==> src/rtl/acec_defines.svh <==
// constants for the ascii command error checker
// Summary of operation
// (RULE_01) any failed check aborts command, error reply
// (RULE_02) reply is ?, address, space, text
// (RULE_03) eight error texts, distinct first letters
// (RULE_04) six forbidden address codes give address error
// (RULE_05) address above 7f gives address error
// (RULE_06) two trailing hex characters are a checksum
// (RULE_07) checksum is low byte of character sum
// (RULE_08) unknown or lower-case code gives command error
// (RULE_09) commands during calibration give not-ready error
// (RULE_10) power-up, restart command, watchdog start calibration
// (RULE_11) parity error only when parity checking enabled
// (RULE_12) wrong structure or length gives syntax error
// (RULE_13) bad operand character gives value error; code: lower-case a-f only, other non-hex give syntax error
// (RULE_14) protected commands need unlock command right before
// (RULE_15) unlock cleared by success, kept over errors
// (RULE_16) setup operand exactly eight hex characters
// (RULE_17) bytes high nibble first, byte 1 first
// (RULE_18) host aborts setup with non-hex character
// (RULE_19) new address answered at once, old dropped
// (RULE_20) host should use printable addresses only
`ifndef ACEC_DEFINES_SVH
`define ACEC_DEFINES_SVH
// ****************************************
// characters
// ****************************************
`define ACEC_CH_PLAIN    8'h24
`define ACEC_CH_CKSUM    8'h23
`define ACEC_CH_CR       8'h0d
`define ACEC_CH_ERR      8'h3f
`define ACEC_CH_OK       8'h2a
`define ACEC_CH_SPACE    8'h20
`define ACEC_CH_NUL      8'h00
`define ACEC_CH_LBRACE   8'h7b
`define ACEC_CH_RBRACE   8'h7d
`define ACEC_CH_D0       8'h30
`define ACEC_CH_D9       8'h39
`define ACEC_CH_UA       8'h41
`define ACEC_CH_UF       8'h46
`define ACEC_CH_UZ       8'h5a
`define ACEC_CH_LA       8'h61
`define ACEC_CH_LF       8'h66
`define ACEC_HEX_LETTER  8'h37
`define ACEC_HEX_DIGIT   8'h30
// ****************************************
// command codes
// ****************************************
`define ACEC_CMD_UNLOCK  16'h5745
`define ACEC_CMD_WR_CFG  16'h5355
`define ACEC_CMD_RD_CFG  16'h5253
`define ACEC_CMD_RESTART 16'h5252
// ****************************************
// lengths and positions
// ****************************************
`define ACEC_CODE_LEN    4'h2
`define ACEC_SETUP_HEX   4'h8
`define ACEC_CKSUM_LEN   4'h2
`define ACEC_OP_POS      2
`define ACEC_ADDR_MSB    31
`define ACEC_ADDR_LSB    24
`define ACEC_PAR_EN_BIT  21
`define ACEC_DEFAULT_SETUP 32'h31070182
`define ACEC_TEXT_CHARS  15
// ****************************************
// timing
// ****************************************
`define ACEC_CAL_TIME_MS 2500
`define ACEC_CLK_KHZ     125000
`endif

==> src/rtl/acec_pkg.sv <==
// types for the ascii command error checker
package acec_pkg;
  // reply kinds: success and the eight error texts
  typedef enum logic [3:0] {
    ACEC_R_OK, ACEC_R_ADDR, ACEC_R_CKSUM, ACEC_R_CMD, ACEC_R_NREADY,
    ACEC_R_PARITY, ACEC_R_SYNTAX, ACEC_R_VALUE, ACEC_R_WPROT
  } acec_reply_t;
endpackage

==> src/rtl/acec_reply_if.sv <==
// link between command parser and reply sender
`timescale 1ns/1ns
interface acec_reply_if;
  logic                 start; // one-cycle request to send a reply
  acec_pkg::acec_reply_t code; // reply kind
  logic [7:0]           addr;  // own address character
  logic                 busy;  // reply in progress
  modport main  (output start, code, addr, input busy);
  modport reply (input start, code, addr, output busy);
endinterface

==> src/rtl/acec_calib.sv <==
// self-calibration interval timer
`timescale 1ns/1ns
`include "acec_defines.svh"
module acec_calib #(
  parameter int unsigned CAL_CYCLES = `ACEC_CAL_TIME_MS * `ACEC_CLK_KHZ
) (
  input  wire logic clk,
  input  wire logic rst_n,
  input  wire logic start,
  output logic      ready
);
  localparam int CW = $clog2(CAL_CYCLES + 1);
  logic [CW-1:0] cnt_reg;   // cycles spent calibrating
  logic [CW-1:0] cnt_next;
  logic          busy_reg;  // calibration running
  logic          busy_next;
  // ****************************************
  // next state
  // ****************************************
  always_comb begin
    cnt_next  = cnt_reg;
    busy_next = busy_reg;
    if (start) begin // any reset source restarts the interval
      cnt_next  = '0;
      busy_next = 1'b1;
    end else if (busy_reg) begin
      if (cnt_reg == CW'(CAL_CYCLES - 1)) begin
        busy_next = 1'b0;
      end else begin
        cnt_next = cnt_reg + CW'(1);
      end
    end
  end
  // registers; power-up starts calibrating
  always_ff @(posedge clk or negedge rst_n) begin
    if (!rst_n) begin
      cnt_reg  <= '0;
      busy_reg <= 1'b1; // RULE_10
    end else begin
      cnt_reg  <= cnt_next;
      busy_reg <= busy_next;
    end
  end
  assign ready = !busy_reg;
endmodule

==> src/rtl/acec_reply.sv <==
// reply sender: prompt, then for errors address, space and error text, then carriage return
`timescale 1ns/1ns
`include "acec_defines.svh"
module acec_reply (
  input  wire logic  clk,
  input  wire logic  rst_n,
  acec_reply_if.reply rif,
  input  wire logic  tx_ready,
  output logic       tx_valid,
  output logic [7:0] tx_char
);
  typedef enum logic [2:0] {S_IDLE, S_LEAD, S_ADDR, S_SPACE, S_TEXT, S_END} acec_rstate_t;
  acec_rstate_t          state_reg, state_next; // sender state
  acec_pkg::acec_reply_t code_reg, code_next;   // latched reply kind
  logic [7:0]            addr_reg, addr_next;   // latched address
  logic [3:0]            idx_reg, idx_next;     // text position
  logic [7:0]            char_reg, char_next;   // character on offer
  // right-justified texts, each first letter distinct
  function automatic logic [119:0] msg_word(acec_pkg::acec_reply_t c);
    case (c) // RULE_03
      acec_pkg::ACEC_R_ADDR:   msg_word = "ADDRESS ERROR";
      acec_pkg::ACEC_R_CKSUM:  msg_word = "BAD CHECKSUM";
      acec_pkg::ACEC_R_CMD:    msg_word = "COMMAND ERROR";
      acec_pkg::ACEC_R_NREADY: msg_word = "NOT READY";
      acec_pkg::ACEC_R_PARITY: msg_word = "PARITY ERROR";
      acec_pkg::ACEC_R_SYNTAX: msg_word = "SYNTAX ERROR";
      acec_pkg::ACEC_R_VALUE:  msg_word = "VALUE ERROR";
      acec_pkg::ACEC_R_WPROT:  msg_word = "WRITE PROTECTED";
      default:                 msg_word = '0;
    endcase
  endfunction
  // text character at a position, zero for leading pad
  function automatic logic [7:0] msg_char(acec_pkg::acec_reply_t c, logic [3:0] i);
    logic [119:0] w;
    w = msg_word(c);
    msg_char = w[8*(`ACEC_TEXT_CHARS - 1 - int'(i)) +: 8];
  endfunction
  // pad characters are skipped without a handshake
  assign tx_valid = (state_reg != S_IDLE) && (char_reg != `ACEC_CH_NUL);
  assign tx_char  = char_reg;
  assign rif.busy = (state_reg != S_IDLE);
  // ****************************************
  // sequencer
  // ****************************************
  always_comb begin
    state_next = state_reg;
    code_next  = code_reg;
    addr_next  = addr_reg;
    idx_next   = idx_reg;
    char_next  = char_reg;
    if (state_reg == S_IDLE || tx_ready || char_reg == `ACEC_CH_NUL) begin
      case (state_reg)
        S_IDLE: if (rif.start) begin // RULE_02
          code_next  = rif.code;
          addr_next  = rif.addr;
          char_next  = (rif.code == acec_pkg::ACEC_R_OK) ? `ACEC_CH_OK : `ACEC_CH_ERR;
          state_next = S_LEAD;
        end
        S_LEAD: if (code_reg == acec_pkg::ACEC_R_OK) begin
          char_next  = `ACEC_CH_CR;
          state_next = S_END;
        end else begin
          char_next  = addr_reg;
          state_next = S_ADDR;
        end
        S_ADDR: begin
          char_next  = `ACEC_CH_SPACE;
          state_next = S_SPACE;
        end
        S_SPACE: begin
          idx_next   = 4'h0;
          char_next  = msg_char(code_reg, 4'h0);
          state_next = S_TEXT;
        end
        S_TEXT: if (idx_reg == 4'(`ACEC_TEXT_CHARS - 1)) begin
          char_next  = `ACEC_CH_CR;
          state_next = S_END;
        end else begin
          idx_next  = idx_reg + 4'h1;
          char_next = msg_char(code_reg, idx_reg + 4'h1);
        end
        S_END: begin
          char_next  = `ACEC_CH_NUL;
          state_next = S_IDLE;
        end
        default: state_next = S_IDLE;
      endcase
    end
  end
  // registers
  always_ff @(posedge clk or negedge rst_n) begin
    if (!rst_n) begin
      state_reg <= S_IDLE;
      code_reg  <= acec_pkg::ACEC_R_OK;
      addr_reg  <= 8'h00;
      idx_reg   <= 4'h0;
      char_reg  <= 8'h00;
    end else begin
      state_reg <= state_next;
      code_reg  <= code_next;
      addr_reg  <= addr_next;
      idx_reg   <= idx_next;
      char_reg  <= char_next;
    end
  end
endmodule

==> src/rtl/acec_top.sv <==
// command checker: frames, checks and answers addressed ascii commands
`timescale 1ns/1ns
`include "acec_defines.svh"
module acec_top #(
  parameter int unsigned CAL_CYCLES    = `ACEC_CAL_TIME_MS * `ACEC_CLK_KHZ,
  parameter logic [31:0] DEFAULT_SETUP = `ACEC_DEFAULT_SETUP,
  parameter int          BUF_DEPTH     = 14
) (
  input  wire logic        clk,
  input  wire logic        rst_n,
  input  wire logic        rx_valid,
  input  wire logic [7:0]  rx_char,
  input  wire logic        rx_parity_bad,
  input  wire logic        watchdog_expire,
  input  wire logic        tx_ready,
  output logic             tx_valid,
  output logic [7:0]       tx_char,
  output logic [31:0]      setup_word,
  output logic             setup_write,
  output logic             restart,
  output logic             ready,
  output logic             write_unlocked
);
  localparam int LW = $clog2(BUF_DEPTH + 1);
  typedef enum logic [2:0] {M_IDLE, M_ADDR, M_BODY, M_SKIP, M_EVAL, M_REPLY} acec_mstate_t;
  // ****************************************
  // state
  // ****************************************
  acec_mstate_t          state_reg, state_next;   // framing state
  logic [7:0]            buf_reg [BUF_DEPTH];     // characters after address
  logic [7:0]            buf_next [BUF_DEPTH];
  logic [LW-1:0]         len_reg, len_next;       // characters held
  logic [7:0]            sum_reg, sum_next;       // running character sum
  logic                  ovf_reg, ovf_next;       // too many characters
  logic                  par_reg, par_next;       // parity fault seen in frame
  logic [31:0]           setup_reg, setup_next;   // stored setup word
  logic                  unlock_reg, unlock_next; // write unlock armed
  logic                  restart_reg, restart_next;
  // evaluation results
  acec_pkg::acec_reply_t err;      // reply for the framed command
  logic [15:0]           code;     // two-letter code
  logic                  is_unlock, is_wr_cfg, is_rd_cfg, is_restart;
  logic                  known;    // implemented code
  logic [LW-1:0]         plain_len;
  logic                  has_cs;   // checksum appended
  logic [7:0]            cs_sum;   // sum without checksum characters
  logic [7:0]            cs_val;   // received checksum
  logic                  op_bad, op_lc;
  logic [31:0]           op_word;  // parsed setup operand
  logic                  cal_ready;
  logic                  cal_start;
  acec_reply_if          rif ();
  // ****************************************
  // helpers
  // ****************************************
  // upper-case hexadecimal digit
  function automatic logic hex_ok(logic [7:0] c);
    hex_ok = (c >= `ACEC_CH_D0 && c <= `ACEC_CH_D9) || (c >= `ACEC_CH_UA && c <= `ACEC_CH_UF);
  endfunction
  // value of a hexadecimal digit
  function automatic logic [3:0] hex_val(logic [7:0] c);
    logic [7:0] v;
    v = (c >= `ACEC_CH_UA) ? c - `ACEC_HEX_LETTER : c - `ACEC_HEX_DIGIT;
    hex_val = v[3:0];
  endfunction
  // lower-case letter that looks like a hex digit
  function automatic logic lc_hex(logic [7:0] c);
    lc_hex = (c >= `ACEC_CH_LA && c <= `ACEC_CH_LF);
  endfunction
  // address codes that may never be stored
  function automatic logic addr_illegal(logic [7:0] a);
    addr_illegal = a[7] || a == `ACEC_CH_NUL || a == `ACEC_CH_CR || a == `ACEC_CH_PLAIN ||
                   a == `ACEC_CH_CKSUM || a == `ACEC_CH_LBRACE || a == `ACEC_CH_RBRACE;
  endfunction
  // upper-case letter
  function automatic logic upper(logic [7:0] c);
    upper = (c >= `ACEC_CH_UA && c <= `ACEC_CH_UZ);
  endfunction
  // ****************************************
  // command evaluation
  // ****************************************
  always_comb begin
    code       = {buf_reg[0], buf_reg[1]};
    is_unlock  = (code == `ACEC_CMD_UNLOCK);
    is_wr_cfg  = (code == `ACEC_CMD_WR_CFG);
    is_rd_cfg  = (code == `ACEC_CMD_RD_CFG);
    is_restart = (code == `ACEC_CMD_RESTART);
    // lower-case codes never match the table
    known      = upper(buf_reg[0]) && upper(buf_reg[1]) &&
                 (is_unlock || is_wr_cfg || is_rd_cfg || is_restart); // RULE_08
    plain_len  = LW'(`ACEC_CODE_LEN + (is_wr_cfg ? `ACEC_SETUP_HEX : 4'h0)); // RULE_16
    has_cs     = (len_reg == plain_len + LW'(`ACEC_CKSUM_LEN)); // RULE_06
    // checksum over every character before it
    cs_sum     = 8'(sum_reg - buf_reg[len_reg - LW'(1)] - buf_reg[len_reg - LW'(2)]); // RULE_07
    cs_val     = {hex_val(buf_reg[len_reg - LW'(2)]), hex_val(buf_reg[len_reg - LW'(1)])};
    op_bad     = 1'b0;
    op_lc      = 1'b0;
    op_word    = '0;
    // high nibble first, byte 1 first
    for (int i = 0; i < int'(`ACEC_SETUP_HEX); i++) begin
      op_word[`ACEC_ADDR_MSB - 4*i -: 4] = hex_val(buf_reg[`ACEC_OP_POS + i]); // RULE_17
      if (!hex_ok(buf_reg[`ACEC_OP_POS + i])) begin
        op_bad = 1'b1;
        op_lc  = op_lc | lc_hex(buf_reg[`ACEC_OP_POS + i]);
      end
    end
    // checks in priority order; first failure wins
    if (!cal_ready) begin
      err = acec_pkg::ACEC_R_NREADY; // RULE_09
    end else if (par_reg && setup_reg[`ACEC_PAR_EN_BIT]) begin
      err = acec_pkg::ACEC_R_PARITY; // RULE_11
    end else if (ovf_reg || len_reg < LW'(`ACEC_CODE_LEN)) begin
      err = acec_pkg::ACEC_R_SYNTAX; // RULE_12
    end else if (!known) begin
      err = acec_pkg::ACEC_R_CMD; // RULE_08
    end else if (len_reg != plain_len && !has_cs) begin
      err = acec_pkg::ACEC_R_SYNTAX; // RULE_12
    end else if (has_cs && !(hex_ok(buf_reg[len_reg - LW'(1)]) && hex_ok(buf_reg[len_reg - LW'(2)]))) begin
      err = acec_pkg::ACEC_R_SYNTAX; // RULE_12
    end else if (has_cs && cs_val != cs_sum) begin
      err = acec_pkg::ACEC_R_CKSUM; // RULE_06
    end else if (is_wr_cfg && op_bad) begin
      // lower-case hex is a bad value, anything else aborts the operand
      err = op_lc ? acec_pkg::ACEC_R_VALUE : acec_pkg::ACEC_R_SYNTAX; // RULE_13 RULE_16
    end else if ((is_wr_cfg || is_restart) && !unlock_reg) begin
      err = acec_pkg::ACEC_R_WPROT; // RULE_14
    end else if (is_wr_cfg && addr_illegal(op_word[`ACEC_ADDR_MSB:`ACEC_ADDR_LSB])) begin
      err = acec_pkg::ACEC_R_ADDR; // RULE_04 RULE_05
    end else begin
      err = acec_pkg::ACEC_R_OK;
    end
  end
  // ****************************************
  // framing and actions: next state
  // ****************************************
  always_comb begin
    state_next   = state_reg;
    buf_next     = buf_reg;
    len_next     = len_reg;
    sum_next     = sum_reg;
    ovf_next     = ovf_reg;
    par_next     = par_reg;
    setup_next   = setup_reg;
    unlock_next  = unlock_reg;
    restart_next = 1'b0;
    case (state_reg)
      // wait for either prompt
      M_IDLE: if (rx_valid && (rx_char == `ACEC_CH_PLAIN || rx_char == `ACEC_CH_CKSUM)) begin
        sum_next   = rx_char;
        len_next   = '0;
        ovf_next   = 1'b0;
        par_next   = rx_parity_bad;
        state_next = M_ADDR;
      end
      // only the current address is answered
      M_ADDR: if (rx_valid) begin
        par_next = par_reg | rx_parity_bad;
        if (rx_char == setup_reg[`ACEC_ADDR_MSB:`ACEC_ADDR_LSB]) begin // RULE_19
          sum_next   = sum_reg + rx_char;
          state_next = M_BODY;
        end else if (rx_char == `ACEC_CH_CR) begin
          state_next = M_IDLE;
        end else begin
          state_next = M_SKIP;
        end
      end
      // collect up to carriage return
      M_BODY: if (rx_valid) begin
        par_next = par_reg | rx_parity_bad;
        if (rx_char == `ACEC_CH_CR) begin
          state_next = M_EVAL;
        end else if (len_reg == LW'(BUF_DEPTH)) begin
          ovf_next = 1'b1; // RULE_12
        end else begin
          buf_next[len_reg] = rx_char;
          len_next          = len_reg + LW'(1);
          sum_next          = sum_reg + rx_char;
        end
      end
      // another module's frame
      M_SKIP: if (rx_valid && rx_char == `ACEC_CH_CR) begin
        state_next = M_IDLE;
      end
      // act only when every check passed
      M_EVAL: begin
        if (err == acec_pkg::ACEC_R_OK) begin // RULE_01
          unlock_next  = is_unlock; // RULE_15
          restart_next = is_restart; // RULE_10
          if (is_wr_cfg) begin
            setup_next = op_word;
          end
        end
        state_next = M_REPLY;
      end
      // hold off new frames until the reply is out
      M_REPLY: if (!rif.busy) begin
        state_next = M_IDLE;
      end
      default: state_next = M_IDLE;
    endcase
    if (cal_start) begin
      unlock_next = 1'b0;
    end
  end
  // registers
  always_ff @(posedge clk or negedge rst_n) begin
    if (!rst_n) begin
      state_reg   <= M_IDLE;
      len_reg     <= '0;
      sum_reg     <= 8'h00;
      ovf_reg     <= 1'b0;
      par_reg     <= 1'b0;
      setup_reg   <= DEFAULT_SETUP;
      unlock_reg  <= 1'b0;
      restart_reg <= 1'b0;
      for (int i = 0; i < BUF_DEPTH; i++) begin
        buf_reg[i] <= 8'h00;
      end
    end else begin
      state_reg   <= state_next;
      buf_reg     <= buf_next;
      len_reg     <= len_next;
      sum_reg     <= sum_next;
      ovf_reg     <= ovf_next;
      par_reg     <= par_next;
      setup_reg   <= setup_next;
      unlock_reg  <= unlock_next;
      restart_reg <= restart_next;
    end
  end
  // ****************************************
  // reply, calibration, outputs
  // ****************************************
  // reply sender takes the verdict in the evaluation cycle
  assign rif.start = (state_reg == M_EVAL);
  assign rif.code  = err;
  assign rif.addr  = setup_reg[`ACEC_ADDR_MSB:`ACEC_ADDR_LSB]; // RULE_02
  assign cal_start = restart_reg | watchdog_expire; // RULE_10
  acec_reply u_reply (
    .clk      (clk),
    .rst_n    (rst_n),
    .rif      (rif.reply),
    .tx_ready (tx_ready),
    .tx_valid (tx_valid),
    .tx_char  (tx_char)
  );
  // calibration timer, restarted by every reset source
  acec_calib #(.CAL_CYCLES(CAL_CYCLES)) u_calib (
    .clk   (clk),
    .rst_n (rst_n),
    .start (cal_start),
    .ready (cal_ready)
  );
  assign setup_word     = setup_reg;
  assign setup_write    = (state_reg == M_EVAL) && (err == acec_pkg::ACEC_R_OK) && is_wr_cfg;
  assign restart        = restart_reg;
  assign ready          = cal_ready;
  assign write_unlocked = unlock_reg;
endmodule

==> config.mk <==
export PLATFORM = sky130hd
export DESIGN_NAME = acec_top
export DESIGN_NICKNAME = d
export VERILOG_FILES = /design/src/rtl/acec_pkg.sv /design/src/rtl/acec_reply_if.sv /design/src/rtl/acec_calib.sv /design/src/rtl/acec_reply.sv /design/src/rtl/acec_top.sv
export VERILOG_INCLUDE_DIRS = /design/src /design/src/rtl
export SDC_FILE = /design/constraint.sdc
export NUM_CORES = 1
export LEC_CHECK = 0
export BUFFER_PORTS_ARGS = -buffer_cell sky130_fd_sc_hd__buf_4
export CAP_MARGIN = 20
export CELL_PAD_IN_SITES_DETAIL_PLACEMENT = 1
export CELL_PAD_IN_SITES_GLOBAL_PLACEMENT = 2
export CORE_MARGIN = 2
export CORE_UTILIZATION = 40
export CTS_CLUSTER_SIZE = 30
export DETAILED_ROUTE_END_ITERATION = 10
export PLACE_DENSITY = 0.84
export SYNTH_ARGS = -nofsm -noshare
export SYNTH_HDL_FRONTEND = slang
export SYNTH_SLANG_ARGS = --single-unit
==> constraint.sdc <==
create_clock -name clk -period 8.6 [get_ports clk]
set_input_delay 0.86 -clock clk [delete_from_list [all_inputs] [get_ports clk]]
set_output_delay 0.86 -clock clk [all_outputs]
set_load 0.01 [all_outputs]
==> results of run 1 <==
-- logic make-up (layout without fill, tap and decap cells) --
logic type	count (synthesis)	after routing	synth area share (%)
flip-flops	220	220	33.8
buffers and inverters	157	199	3.97
adder cells (fa/ha/maj)	75	75	6.12
XOR/XNOR	92	92	5.28
multiplexers	236	236	19.1
AO/OA/AOI/OAI	361	361	14.3
AND/OR/NAND/NOR	564	564	17.4
-- where the power goes --
group          switching (uW)  internal [uW]  total, uW  leakage (uW)
Sequential                243           1160       1410       0.00296
Combinational            1840           1300       3140       0.00444
Clock                     466            727       1190      0.000436
Total                    2550           3190       5740       0.00783
-- placed cells by master (no fill, tap or decap), drive strengths merged, types with 40 or more instances in the layout --
| cell | synthesis | final |
|---|---|---|
| dfrtp | 210 | 210 |
| nand2 | 176 | 176 |
| mux2 | 131 | 131 |
| nor2 | 113 | 113 |
| o21ai | 111 | 111 |
| a21oi | 78 | 78 |
| buf | 24 | 74 |
| inv | 72 | 74 |
| ha | 67 | 67 |
| mux2i | 58 | 58 |
| xnor2 | 49 | 49 |
| mux4 | 47 | 47 |
| nand3 | 46 | 46 |
| nor3 | 43 | 43 |
| clkbuf | 59 | 41 |
| xor2 | 40 | 40 |
-- per-stage QoR --
stage | setup slack (ns) | util, % | total power, uW | instances
floorplan | 1.76 | - | 3690 | 1705
global placement | 1.41 | 42.9 | 4410 | 2221
detailed placement | 1.19 | 42.9 | 4500 | 2221
CTS | 0.553 | 45.2 | 5730 | 2271
global route | 0.145 | 45.3 | 6120 | 2272
finish | 0.478 | 45.3 | 5740 | 2272
-- worst register-to-register path, cell delays in order, from the launching register on --
cell                        delay [ns]
sky130_fd_sc_hd__dfrtp_2          0.37
sky130_fd_sc_hd__clkinv_1         0.31
sky130_fd_sc_hd__ha_1             0.99
sky130_fd_sc_hd__buf_4            0.36
sky130_fd_sc_hd__mux4_2           0.39
sky130_fd_sc_hd__mux4_2           0.61
sky130_fd_sc_hd__inv_1            0.12
sky130_fd_sc_hd__fa_1             0.42
sky130_fd_sc_hd__ha_1             0.36
sky130_fd_sc_hd__a21o_1           0.19
sky130_fd_sc_hd__nor2_1           0.11
sky130_fd_sc_hd__xnor2_1          0.09
sky130_fd_sc_hd__or3_1            0.40
sky130_fd_sc_hd__a2111oi_0        0.57
sky130_fd_sc_hd__a21o_1           0.20
sky130_fd_sc_hd__a211o_1          0.15
sky130_fd_sc_hd__a31oi_2          0.24
sky130_fd_sc_hd__nor4_4           0.57
sky130_fd_sc_hd__buf_4            0.44
sky130_fd_sc_hd__mux2_1           0.40
-- metal layers --
metal,track usage (%),vias to the layer above
met5,0,-
met4,8.39,0
met3,3.25,94
met2,41.1,422
met1,35.6,7148
li1,-,6278
-- path summary, 6_finish.rpt --
path	start	endpoint	cells after the start
max in group asynchronous	rst_n	setup_word[30]	2
hold reg to reg	u_reply.addr_reg[3]	u_reply.addr_reg[3]	2
hold / removal	rst_n	buf_reg[25]	1
setup / recovery	len_reg[0]	setup_write	18
min in group clk	u_reply.addr_reg[3]	u_reply.addr_reg[3]	2
setup reg to reg	len_reg[0]	setup_word[5]	19
-- area by class of cell --
cell class	count	area share, %
Clock buffer	40	4.17
Clock inverter	10	0.912
Inverter	74	1.53
Multi-Input combinational cell	1328	56.1
Sequential cell	220	30.5
Tap cell	525	3.63
Timing Repair Buffer	75	3.15
==> impl_summary.md, run 1 <==
Outcome
The flow ran to the end, and the final reports show no timing, DRC or antenna violations.

Power and ir drop
For this design the static power due to leakage is 0.00783 uW. The total power density per cell area is 317 nW/um^2. The maximum vdd ir drop is 0.199 mV.

Clocking
Hold repair after CTS inserted 0 buffers. The number of buffers between clock root and the deepest sink is 3. The clock root buffer master is sky130_fd_sc_hd__clkbuf_16. The number of clock buffers inserted by TritonCTS is 27. The H-tree depth is 1.

The total setup buffers inserted after CTS is 0. After clock tree synthesis, the clock-pin slew on the worst setup and hold paths is 0.07 ns. For this design, the sink count on the clock tree is 220. The clock latency at the later pin of the worst-skew pair is 0.57 ns. TritonCTS built the clock tree.

The number of gates resized after CTS was 0.

Drt
The number of nets still failing antenna checks after routing is 0. After detailed routing, the average wire length per cell comes to 23.6 um. The number of iterations in the first detailed-routing pass is 5. In the routed design, unresolved DRC markers number 0. Signal routing reaches up to met4. The routed via count is 13.9k. The detailed-route vias per instance is 6.14. The total length of routed wires is 53,600 um. For this block, wires on met1 add up to 24,100 um.

The number of violations reported at the end of detailed-routing iteration 0 is 1,118. Wire segments on met2 add up to 24,900 um in the final route. Detailed routing placed a total of 3080 um of wire on met3.

Floorplan
After floorplanning, the core was divided into 73 placement rows. The initial cell density of the core is 40.8%. The vertical die dimension is 206 um.

For this design the top-level I/O count stands at 59. The region available for standard cell placement spans 40,000 sq um. The width of the die is 206 um. The die covers 42,400 sq um.

Setup path
The maximum net fanout on the critical path is 21. In this design, the largest share of critical-path delay is due to adder cells. The critical path goes through clkinv_1 > ha_1 > buf_4 > mux4_2 > mux4_2 > inv_1 > fa_1 > ha_1 > a21o_1 > nor2_1 > xnor2_1 > or3_1 > a2111oi_0 > a21o_1 > a211o_1 > a31oi_2 > nor4_1 > buf_4. At the worst endpoint, the arrival time is 7.26 ns. The number of buffers and inverters on the critical path is 4.

STA classifies the critical path endpoint as an output port. The data required time at the worst endpoint is 7.74 ns. The start-to-end type of the worst setup path is flop to output port.

Across all register-to-register paths, the minimum setup slack is 1.18 ns. The cell type of the slowest stage on the worst timing path is sky130_fd_sc_hd__ha_1. On the worst path, the slowest cell contributes a delay of 0.98 ns. STA classifies the critical path startpoint as a flop.

Worst hold path
The path class of the lowest-slack min-delay path is input port to async pin.

Logic synthesis
The biggest area contributor in the post-synthesis netlist is sky130_fd_sc_hd__dfrtp_1. The top cell type by area accounts for 32.2% of the synthesized area. The synthesized design contains 0 enable-type register cells.

The proportion of synthesized flip-flops having asynchronous set or reset is 100%. Synthesis handed over a netlist of 1,705 instances. The portion of the post-synthesis area used by sequential elements is 33.8%. The synthesis warning total is 0. sky130_fd_sc_hd__dfrtp_1 is the most common cell in the netlist. After synthesis the netlist holds a flip-flop and latch count of 220. The most used flip-flop cell after synthesis is sky130_fd_sc_hd__dfrtp_1.

Ranked by total cell area, the synthesized netlist is headed by sky130_fd_sc_hd__dfrtp_1, sky130_fd_sc_hd__mux2_2, sky130_fd_sc_hd__mux4_2. The distinct cell type count after synthesis is 90. Sorting the synthesized cells by how often they occur yields sky130_fd_sc_hd__dfrtp_1, sky130_fd_sc_hd__nand2_1, sky130_fd_sc_hd__nor2_1. The cell area after synthesis is 16,300 sq um. Synthesis produced a netlist with a net count of 1,794. A synthesized cell averages 9.57 sq um.

Global routing
The final global-route overflow total is 0. Entering global routing, the biggest net connects 98 pins. The all-layer global routing usage is 25.5%.

The via count of the first global-routing pass came to 14.3k. The initial antenna violation count came to 0. The first global-routing pass estimated 84,500 um of wire.

STA
In the finished design, the share of the clock period the worst path needs comes to 94.4%. The post-route worst hold slack is 0.318 ns. Setup violations remaining at the end of the flow were counted as 0. Across the routed clock network, the largest skew measured is 0.0331 ns.

The max-slew violation count is 0. The maximum operating frequency is 123 MHz. Setup repair after global routing left no endpoint under its margin.

The time the worst path needs with I/O delays and setup is 8.12 ns. Measured against its own limit, the worst slew margin works out to 27.1%. The actual slew at the worst max-slew pin is 1.09 ns. Summed over all failing endpoints, the final setup total negative slack is 0 ns. The count of endpoints failing hold in the final timing report is 0.

Cells and area
In the final layout, the share of cells above drive strength 1 is 17.2%. The flip-flop count of the largest register after layout is 112. Relative to the synthesized area, the layout overhead comes to 11.0%. The repair_antennas step left the layout with diodes totalling 0. Counting the fill cells in the layout gives 4,567. Summing all multi-input logic gate instances after layout gives 10,200 sq um.

With fillers left out, the area of the finished cells amounts to 18,100 sq um. The sequential cell area in the final layout is 5520 sq um. The number of nets in the finished design is 1,815.

Placed design
After legalization and detailed placement, the total HPWL measured 38,800 um. The placed standard-cell area is 17,200 sq um. The placer congestion estimate is 0.940. The total of buffers placed on input and output ports is 58.

Flow run
Across the run, the number of max-cap violations was 0.
Note: power is estimated with default switching activity, not from simulation.
==> run 2: changes to the inputs <==
--- a/config.mk
+++ b/config.mk
@@ -6,15 +6,16 @@
 export SDC_FILE = /design/constraint.sdc
 export NUM_CORES = 1
 export LEC_CHECK = 0
+export ABC_AREA = 1
 export BUFFER_PORTS_ARGS = -buffer_cell sky130_fd_sc_hd__buf_4
 export CAP_MARGIN = 20
 export CELL_PAD_IN_SITES_DETAIL_PLACEMENT = 1
 export CELL_PAD_IN_SITES_GLOBAL_PLACEMENT = 2
 export CORE_MARGIN = 2
-export CORE_UTILIZATION = 40
+export CORE_UTILIZATION = 36
 export CTS_CLUSTER_SIZE = 30
 export DETAILED_ROUTE_END_ITERATION = 10
-export PLACE_DENSITY = 0.84
+export PLACE_DENSITY = 0.86
 export SYNTH_ARGS = -nofsm -noshare
 export SYNTH_HDL_FRONTEND = slang
 export SYNTH_SLANG_ARGS = --single-unit
==> constraint.sdc (replaced) <==
create_clock -name clk -period 7.9 [get_ports clk]
set_input_delay 0.79 -clock clk [delete_from_list [all_inputs] [get_ports clk]]
set_output_delay 0.79 -clock clk [all_outputs]
set_load 0.01 [all_outputs]
==> run 2 against run 1 <==
Net effect:
- synthesized cell count grew 42%
- via count grew 18%
- final area grew 0.77%
- area after synthesis grew 0.34%
- register-to-register slack gained 0.23 ns
- global-route usage shrank 0.27 points
- cell count grew 35%
- core utilization shrank 4.8 points
- setup slack gained 0.083 ns
==> impl_summary.md, run 2 <==
Outcome
The run finished with clean final reports.

Cells and area
The flip-flop count of the largest register after layout is 112 (unchanged). The final core utilization is 40.5% (-4.8 points). The total inserted antenna cells is 0 (unchanged). Relative to the synthesized area, the layout overhead comes to 11.5%. In the layout the commonest cells are sky130_fd_sc_hd__nand2_1, sky130_fd_sc_hd__inv_1, sky130_fd_sc_hd__o21ai_0, sky130_fd_sc_hd__dfrtp_1, sky130_fd_sc_hd__nand3_1. The number of nets in the finished design was 2,534 (+40%). Leaving out fill and tap cells, the most frequent cell in the layout is sky130_fd_sc_hd__nand2_1. The number of fill cells in the layout is 5,829 (+28%). The multi-input combinational cell area was 9120 sq um (-10%). The sequential cell area in the final layout came to 5520 sq um (about the same). The share of final-layout standard cells stronger than drive strength 1 came to 6.89% (-10 points).

Logic synthesis
The cell count after synthesis is 2,425 (+42%). The cell accounting for the most synthesized area is sky130_fd_sc_hd__dfrtp_1. The leading cell type by number of instances after synthesis is sky130_fd_sc_hd__nand2_1. The average cell area after synthesis is 6.75 sq um (-29%). The post-synthesis net count is 2,514 (+40%). The number of enable flip-flop cells after synthesis came to 0 (unchanged).

The proportion of synthesized flip-flops having asynchronous set or reset is 100% (unchanged). The proportion of netlist area held by the largest area contributor is 32.1% (-0.11 points). The flip-flop cell with the highest count after synthesis is sky130_fd_sc_hd__dfrtp_1. The flop and latch count out of synthesis came to 220 (unchanged).

The distinct cell type count after synthesis was 57 (-37%). The portion of the post-synthesis area used by sequential elements is 33.7% (-0.11 points). After synthesis, the cell types taking the most area are sky130_fd_sc_hd__dfrtp_1, sky130_fd_sc_hd__nand2_1, sky130_fd_sc_hd__o21ai_0. The cell area after synthesis is 16,400 sq um (+0.34%). The synthesis warning total is 0 (unchanged). In the synthesized netlist, the cells that appear most often are sky130_fd_sc_hd__nand2_1, sky130_fd_sc_hd__inv_1, sky130_fd_sc_hd__o21ai_0.

Setup path
The cell type of the slowest stage on the worst timing path is sky130_fd_sc_hd__buf_4. The peak per-stage delay on the critical path is 0.78 ns (-0.20 ns). The number of buffers and inverters on the critical path is 4 (unchanged). The arrival time of the worst setup path was 6.55 ns (-0.71 ns). The reg2reg setup slack is 1.41 ns (+0.23 ns).

The maximum net fanout on the critical path is 99 (+370%). The depth of the worst register-to-register path is 28 (+9). The most repeated library cell on the critical path is sky130_fd_sc_hd__nand2_1. The worst setup path is of the flop to output port kind.

On the critical path the largest part of the delay comes from simple AND/OR/NAND/NOR gates. The worst setup path is captured at an output port. The kind of start point of the critical path is a flop.

The worst register-to-register path ends at setup_word[6]. The data required time at the worst endpoint is 7.11 ns (-0.63 ns). The startpoint of the lowest-slack register-to-register path is len_reg[0].

Clocking
The H-tree depth is 1 (unchanged). The clock sink count is 220 (unchanged). The total of cells resized after clock tree synthesis is 0 (unchanged). The number of buffers between clock root and the deepest sink came to 3 (unchanged).

The clock-pin slew on the worst setup and hold paths is 0.06 ns (about the same). The clock latency at the later pin of the worst-skew pair came to 0.59 ns (+0.02 ns). The hold-fix buffer count after cts came to 0 (unchanged).

TritonCTS built the clock tree. The number of clock buffers inserted by TritonCTS is 28 (+3.7%). The root buffer cell chosen for the clock tree is sky130_fd_sc_hd__clkbuf_16. The total setup buffers inserted after CTS was 0 (unchanged).

Placed design
The placer congestion estimate is 0.920 (-2.1%). The placement-stage worst setup slack was 1.12 ns (-0.0710 ns). The HPWL after detailed placement is 44,200 um (+14%).

The total of buffers placed on input and output ports was 58 (unchanged).

Power and ir drop
The total power density per cell area came to 462 nW/um^2 (+46%). The relative contribution of sequential cells to total power is 18.4% (-6.1 points). The maximum vdd ir drop is 0.337 mV (+69%). The reported leakage power is 0.00869 uW (+11%).

The combinational fraction of design power is 64.9% (+10 points). The net switching power figure is 4430 uW (+74%). The switching portion of total power is 52.5% (+8.1 points). The clock share of power is 16.7% (-4.1 points).

The cell-internal power is 4000 uW (+26%). The total power is 8440 uW (+47%).

Global routing
The maximum number of pins on one net before global-route repair is 100 (+2.0%). The final global-route overflow total came to 0 (unchanged). The all-layer global routing usage was 25.3% (-0.27 points). The via count of the first global-routing pass was 16.6k (+16%). The global-route wire length before repair was 94,300 um (+12%).

The initial antenna violation count came to 2 (+2).

Drt
The number of iterations in the first detailed-routing pass was 5 (unchanged). The number of nets still failing antenna checks after routing is 0 (unchanged). The detailed-route vias per instance is 5.38 (-12%). The routed via count came to 16.5k (+18%).

The DRC violation count after routing came to 0 (unchanged). The total length of routed wires was 59,500 um (+11%). The wire length per cell after detailed routing is 19.4 um (-18%).

The number of violations reported at the end of detailed-routing iteration 0 came to 1,157 (+3.5%).

STA
The relative slew slack is 34.0% (+6.9 points). The final worst setup slack is 0.561 ns (+0.0831 ns). The sum of negative setup slack is 0 ns (unchanged).

The final setup skew is 0.0427 ns (+0.00953 ns). The max-slew violation count is 0 (unchanged). The count of final setup violators was 0 (unchanged). The part of the cycle the worst path needs is 92.9%.

The maximum operating frequency is 136 MHz. Setup repair after global routing left no endpoint under its margin. The time the worst path needs with I/O delays and setup is 7.34 ns. The count of endpoints failing hold in the final timing report is 0 (unchanged). The actual slew at the worst max-slew pin was 0.989 ns (-0.103 ns). The post-route worst hold slack is 0.204 ns (-0.114 ns).

Floorplan
The vertical die dimension is 217 um (+5.5%). The number of placed I/O pins is 59 (unchanged). The placeable core region came to 45,100 sq um (+13%). The width of the die is 217 um (+5.5%).

The initial cell density of the core was 36.3% (-4.5 points). The row count is 78 (+6.8%). The die area is 47,200 sq um (+11%).

Worst hold path
The min-delay analysis places its worst path in the category input port to async pin.

Flow run
The number of max-cap violations came to 0 (unchanged).
-- run 2: worst max path at each step --
stage               startpoint           to  slack [ns]  depth (start not counted)
floorplan           len_reg[1]  setup_write        2.31                         32
global placement    len_reg[2]  setup_write        1.30                         26
detailed placement  len_reg[2]  setup_write        1.12                         26
CTS                 len_reg[2]  setup_write        0.46                         26
global route        len_reg[0]  setup_write        0.08                         27
finish              len_reg[0]  setup_write        0.56                         25
-- run 2: cell families (layout without fill, tap and decap cells) --
group / Yosys count / count (layout) / share of synthesized area (%)
muxes: 1 / 1 / 0.0612
and+or+nand+nor: 1172 / 1172 / 30.5
AOI/OAI and AO/OA: 478 / 478 / 16.1
DFF: 220 / 220 / 33.7
buffers and inverters: 428 / 470 / 10.6
xor gates and xnor gates: 51 / 51 / 2.91
adders and majority gates: 75 / 75 / 6.10
-- run 2: final cells by class --
cell class / count / share of cell area (%)
clock buffer: 38 / 4.32
timing repair buffer: 73 / 3.05
sequential: 220 / 30.3
multi-input combinational: 1777 / 50.0
clock inverter: 14 / 1.17
tap: 600 / 4.11
inverter: 345 / 7.10
-- run 2: per-layer routing --
metal	vias to the layer above	global-route usage [%]	part of all wire, %
met2	323	40.8	45
met3	98	2.78	4.4
met5	-	0	0
li1	7998	-	-
met1	8079	35.5	48
met4	0	7.81	2.9
-- run 2: per-stage QoR --
| stage | instance area [sq um] | instances |
|---|---|---|
| global route | 18200 | 3067 |
| global placement | 17200 | 3015 |
| floorplan | 16400 | 2425 |
| detailed placement | 17200 | 3015 |
| finish | 18200 | 3067 |
| CTS | 18200 | 3067 |
-- run 2: power groups by stage --
stage          Clock [uW]  Sequential, uW  Combinational (uW)
6_report             1410            1550                5470
5_1_grt              1480            1580                6190
4_1_cts              1440            1550                5450
3_5_place_dp            0            1570                5400
3_3_place_gp            0            1560                5230
2_1_floorplan           0            1450                4080
==> run 3: changes to the inputs <==
--- a/config.mk
+++ b/config.mk
@@ -12,10 +12,11 @@
 export CELL_PAD_IN_SITES_DETAIL_PLACEMENT = 1
 export CELL_PAD_IN_SITES_GLOBAL_PLACEMENT = 2
 export CORE_MARGIN = 2
-export CORE_UTILIZATION = 36
+export CORE_UTILIZATION = 37
+export CTS_BUF_LIST = sky130_fd_sc_hd__clkbuf_4 sky130_fd_sc_hd__clkbuf_8
 export CTS_CLUSTER_SIZE = 30
 export DETAILED_ROUTE_END_ITERATION = 10
-export PLACE_DENSITY = 0.86
+export PLACE_DENSITY = 0.88
 export SYNTH_ARGS = -nofsm -noshare
 export SYNTH_HDL_FRONTEND = slang
 export SYNTH_SLANG_ARGS = --single-unit
==> run 3 against run 2 <==
Net effect:
- register-to-register slack hardly changed
- count of clock-buffer cells in the layout is 35 higher
- maximum frequency hardly changed
- combinational power hardly changed
- die area is 2.7% lower
- non-clock buffer count is 1 lower
- core utilization is 0.93 points higher
- critical path depth is 6 higher
- first-iteration DRC count is 6.6% higher
- final area is 0.32% lower
- routed wire length is 0.77% higher
- sequential power hardly changed
==> impl_summary.md, run 3 (synthesized netlist as in run 2, its figures left out) <==
Drt
The wire length per cell after detailed routing is 19.4 um (+0.19%). The total length of routed wires came to 59,900 um (+0.77%). The number of violations reported at the end of detailed-routing iteration 0 is 1,233 (+6.6%). The detailed-route vias per instance came to 5.40 (+0.48%). The routed via count is 16.7k (+1.1%). The number of iterations in the first detailed-routing pass came to 5 (unchanged). The number of nets still failing antenna checks after routing is 0 (unchanged). The DRC violation count after routing is 0 (unchanged).

Global routing
The maximum number of pins on one net before global-route repair is 109 (+9.0%). The via count of the first global-routing pass was 17.1k (+2.6%). The global-route wire length before repair came to 95,700 um (+1.4%). The all-layer global routing usage came to 26.1% (+0.84 points). The final global-route overflow total is 0 (unchanged). The initial antenna violation count was 2 (unchanged).

Placed design
The placer congestion estimate is 0.921 (about the same). The HPWL after detailed placement is 44,400 um (+0.55%). The total of buffers placed on input and output ports came to 58 (unchanged). The number of placed instances with taps included is 3,006 (-0.30%).

Power and ir drop
The relative contribution of sequential cells to total power is 18.7% (+0.3 points). The total power density per cell area is 456 nW/um^2 (-1.4%). The switching portion of total power was 53.0% (+0.49 points).

The reported leakage power was 0.00870 uW (+0.13%). The net switching power figure is 4400 uW (-0.82%). The clock share of power is 15.7% (-1.0 points). The cell-internal power was 3890 uW (-2.7%). The maximum vdd ir drop is 0.331 mV (-1.9%). The combinational fraction of design power is 65.6% (+0.7 points).

Setup path
The arrival time of the worst setup path came to 6.55 ns (about the same). STA classifies the critical path startpoint as a flop. The data required time at the worst endpoint came to 7.11 ns (about the same).

The peak per-stage delay on the critical path came to 0.68 ns (-0.10 ns). The maximum net fanout on the critical path was 18 (-82%). The reg2reg setup slack came to 1.41 ns (about the same). The worst setup path is of the flop to output port kind. STA classifies the critical path endpoint as an output port.

The most numerous cell type found on the critical path is sky130_fd_sc_hd__nand2_1. The cell type of the slowest stage on the worst timing path is sky130_fd_sc_hd__dfrtp_1.

Cells and area
The number of nets in the finished design came to 2,550 (+0.63%). The total inserted antenna cells is 0 (unchanged). The flip-flop count of the largest register after layout is 112 (unchanged).

The share of final-layout standard cells stronger than drive strength 1 is 8.06% (+1.2 points). The most common cell after layout, fill and taps aside is sky130_fd_sc_hd__nand2_1. The top cell types in the final layout, fill and taps aside, are sky130_fd_sc_hd__nand2_1, sky130_fd_sc_hd__inv_1, sky130_fd_sc_hd__o21ai_0, sky130_fd_sc_hd__dfrtp_1, sky130_fd_sc_hd__nand3_1.

The area growth from synthesis to layout is 11.1%. The post-route non-filler standard cell count is 3,085 (+0.59%).

Flow run
The number of max-cap violations is 0 (unchanged).

Clocking
The clock root buffer master is sky130_fd_sc_hd__clkbuf_8. The clock-pin slew on the worst setup and hold paths was 0.07 ns (about the same). The clock sink count came to 220 (unchanged). The hold-fix buffer count after cts is 0 (unchanged). TritonCTS built the clock tree.

The H-tree depth is 2 (+1). The number of clock buffers inserted by TritonCTS is 45 (+61%). The total setup buffers inserted after CTS came to 0 (unchanged). The clock latency at the later pin of the worst-skew pair was 0.63 ns (+0.04 ns). The number of buffers between clock root and the deepest sink is 3 (unchanged).

STA
The sum of negative setup slack came to 0 ns (unchanged). The time the worst path needs with I/O delays and setup is 7.34 ns (+0.00374 ns). The count of final setup violators is 0 (unchanged). The final setup skew was 0.0354 ns (-0.00727 ns). The maximum operating frequency is 136 MHz (about the same).

The post-route worst hold slack is 0.228 ns (+0.0243 ns). The count of endpoints failing hold in the final timing report is 0 (unchanged). The relative slew slack is 35.2% (+1.2 points).

The part of the cycle the worst path needs was 92.9% (about the same). The max-slew violation count came to 0 (unchanged). Setup repair after global routing left no endpoint under its margin. The actual slew at the worst max-slew pin is 0.972 ns (-0.0171 ns).

Worst hold path
The path class of the lowest-slack min-delay path is input port to async pin.

Floorplan
The initial cell density of the core is 37.3% (+0.96 points). The row count was 77 (-1.3%). The placeable core region is 43,900 sq um (-2.6%). The vertical die dimension was 214 um (-1.3%).

The die area is 45,900 sq um (-2.7%). The width of the die is 214 um (-1.3%). The number of placed I/O pins is 59 (unchanged).

Outcome
The run finished with clean final reports.
-- run 3: cell types whose count changed in the layout (fill, tap and decap cells not counted), sizes merged --
cell / change
bufinv: -4
buf: -1
clkinv: -4
clkbuf: +35
inv: -1
clkinvlp: +1
-- run 3: path summary, 6_finish.rpt --
path                                     start                   to  depth (start not counted)
max                                 len_reg[2]          setup_write                         31
min                                      rst_n       setup_word[13]                          1
max reg2reg                         len_reg[2]       setup_word[15]                         33
min reg2reg                u_reply.addr_reg[3]  u_reply.addr_reg[3]                          2
max in group asynchronous                rst_n           len_reg[0]                          2
min in group clk                 rx_parity_bad              par_reg                          2
-- run 3: per-layer routing --
metal  routed length (um)  vias to the layer above  track usage, %
met4                 1830                        2            8.50
met5                   12                        -               0
li1                     -                     8013               -
met3                 3120                      113            4.35
met2                27200                      362            42.2
met1                27800                     8184            35.6
-- run 3: per-stage QoR --
stage	util (%)	area [sq um]	power [uW]	setup WS, ns
after global placement	39.2	17200	6780	1.31
after detailed placement	39.2	17200	6930	1.09
after floorplan	-	16400	5530	2.31
final	41.4	18200	8290	0.558
after CTS	41.4	18200	8290	0.383
after global routing	41.4	18200	9110	0.0443
-- run 3: power by group through the flow --
stage / logic [uW] / registers (uW) / clock network (uW)
after floorplan: 4080 / 1450 / 0
after global placement: 5220 / 1560 / 0
after detailed placement: 5360 / 1560 / 0
after CTS: 5400 / 1550 / 1340
after global routing: 6150 / 1580 / 1380
final: 5440 / 1550 / 1300
-- run 3: layout make-up --
cell class              count  area, sq um
multi-input cells        1777         9120
repair buffers             72          548
well taps                 592          741
fillers                  5728        25700
clock inverters             6         57.6
clock buffers              73          905
flip-flops and latches    220         5520
inverters                 345         1290
-- run 3: critical path, delay by kind of cell, from the launching register on --
kind            cells  cell delay, ns
compound gates      2            0.28
xor+xnor            2            0.38
fa+ha+maj           4            1.54
buf+inv             7            1.15
flops               1            0.68
simple gates       16            1.86
-- run 3: repair_timing --
action	CTS	global route
resized for setup	0	1
hold endpoints to repair	0	0
setup endpoints to repair	0	1
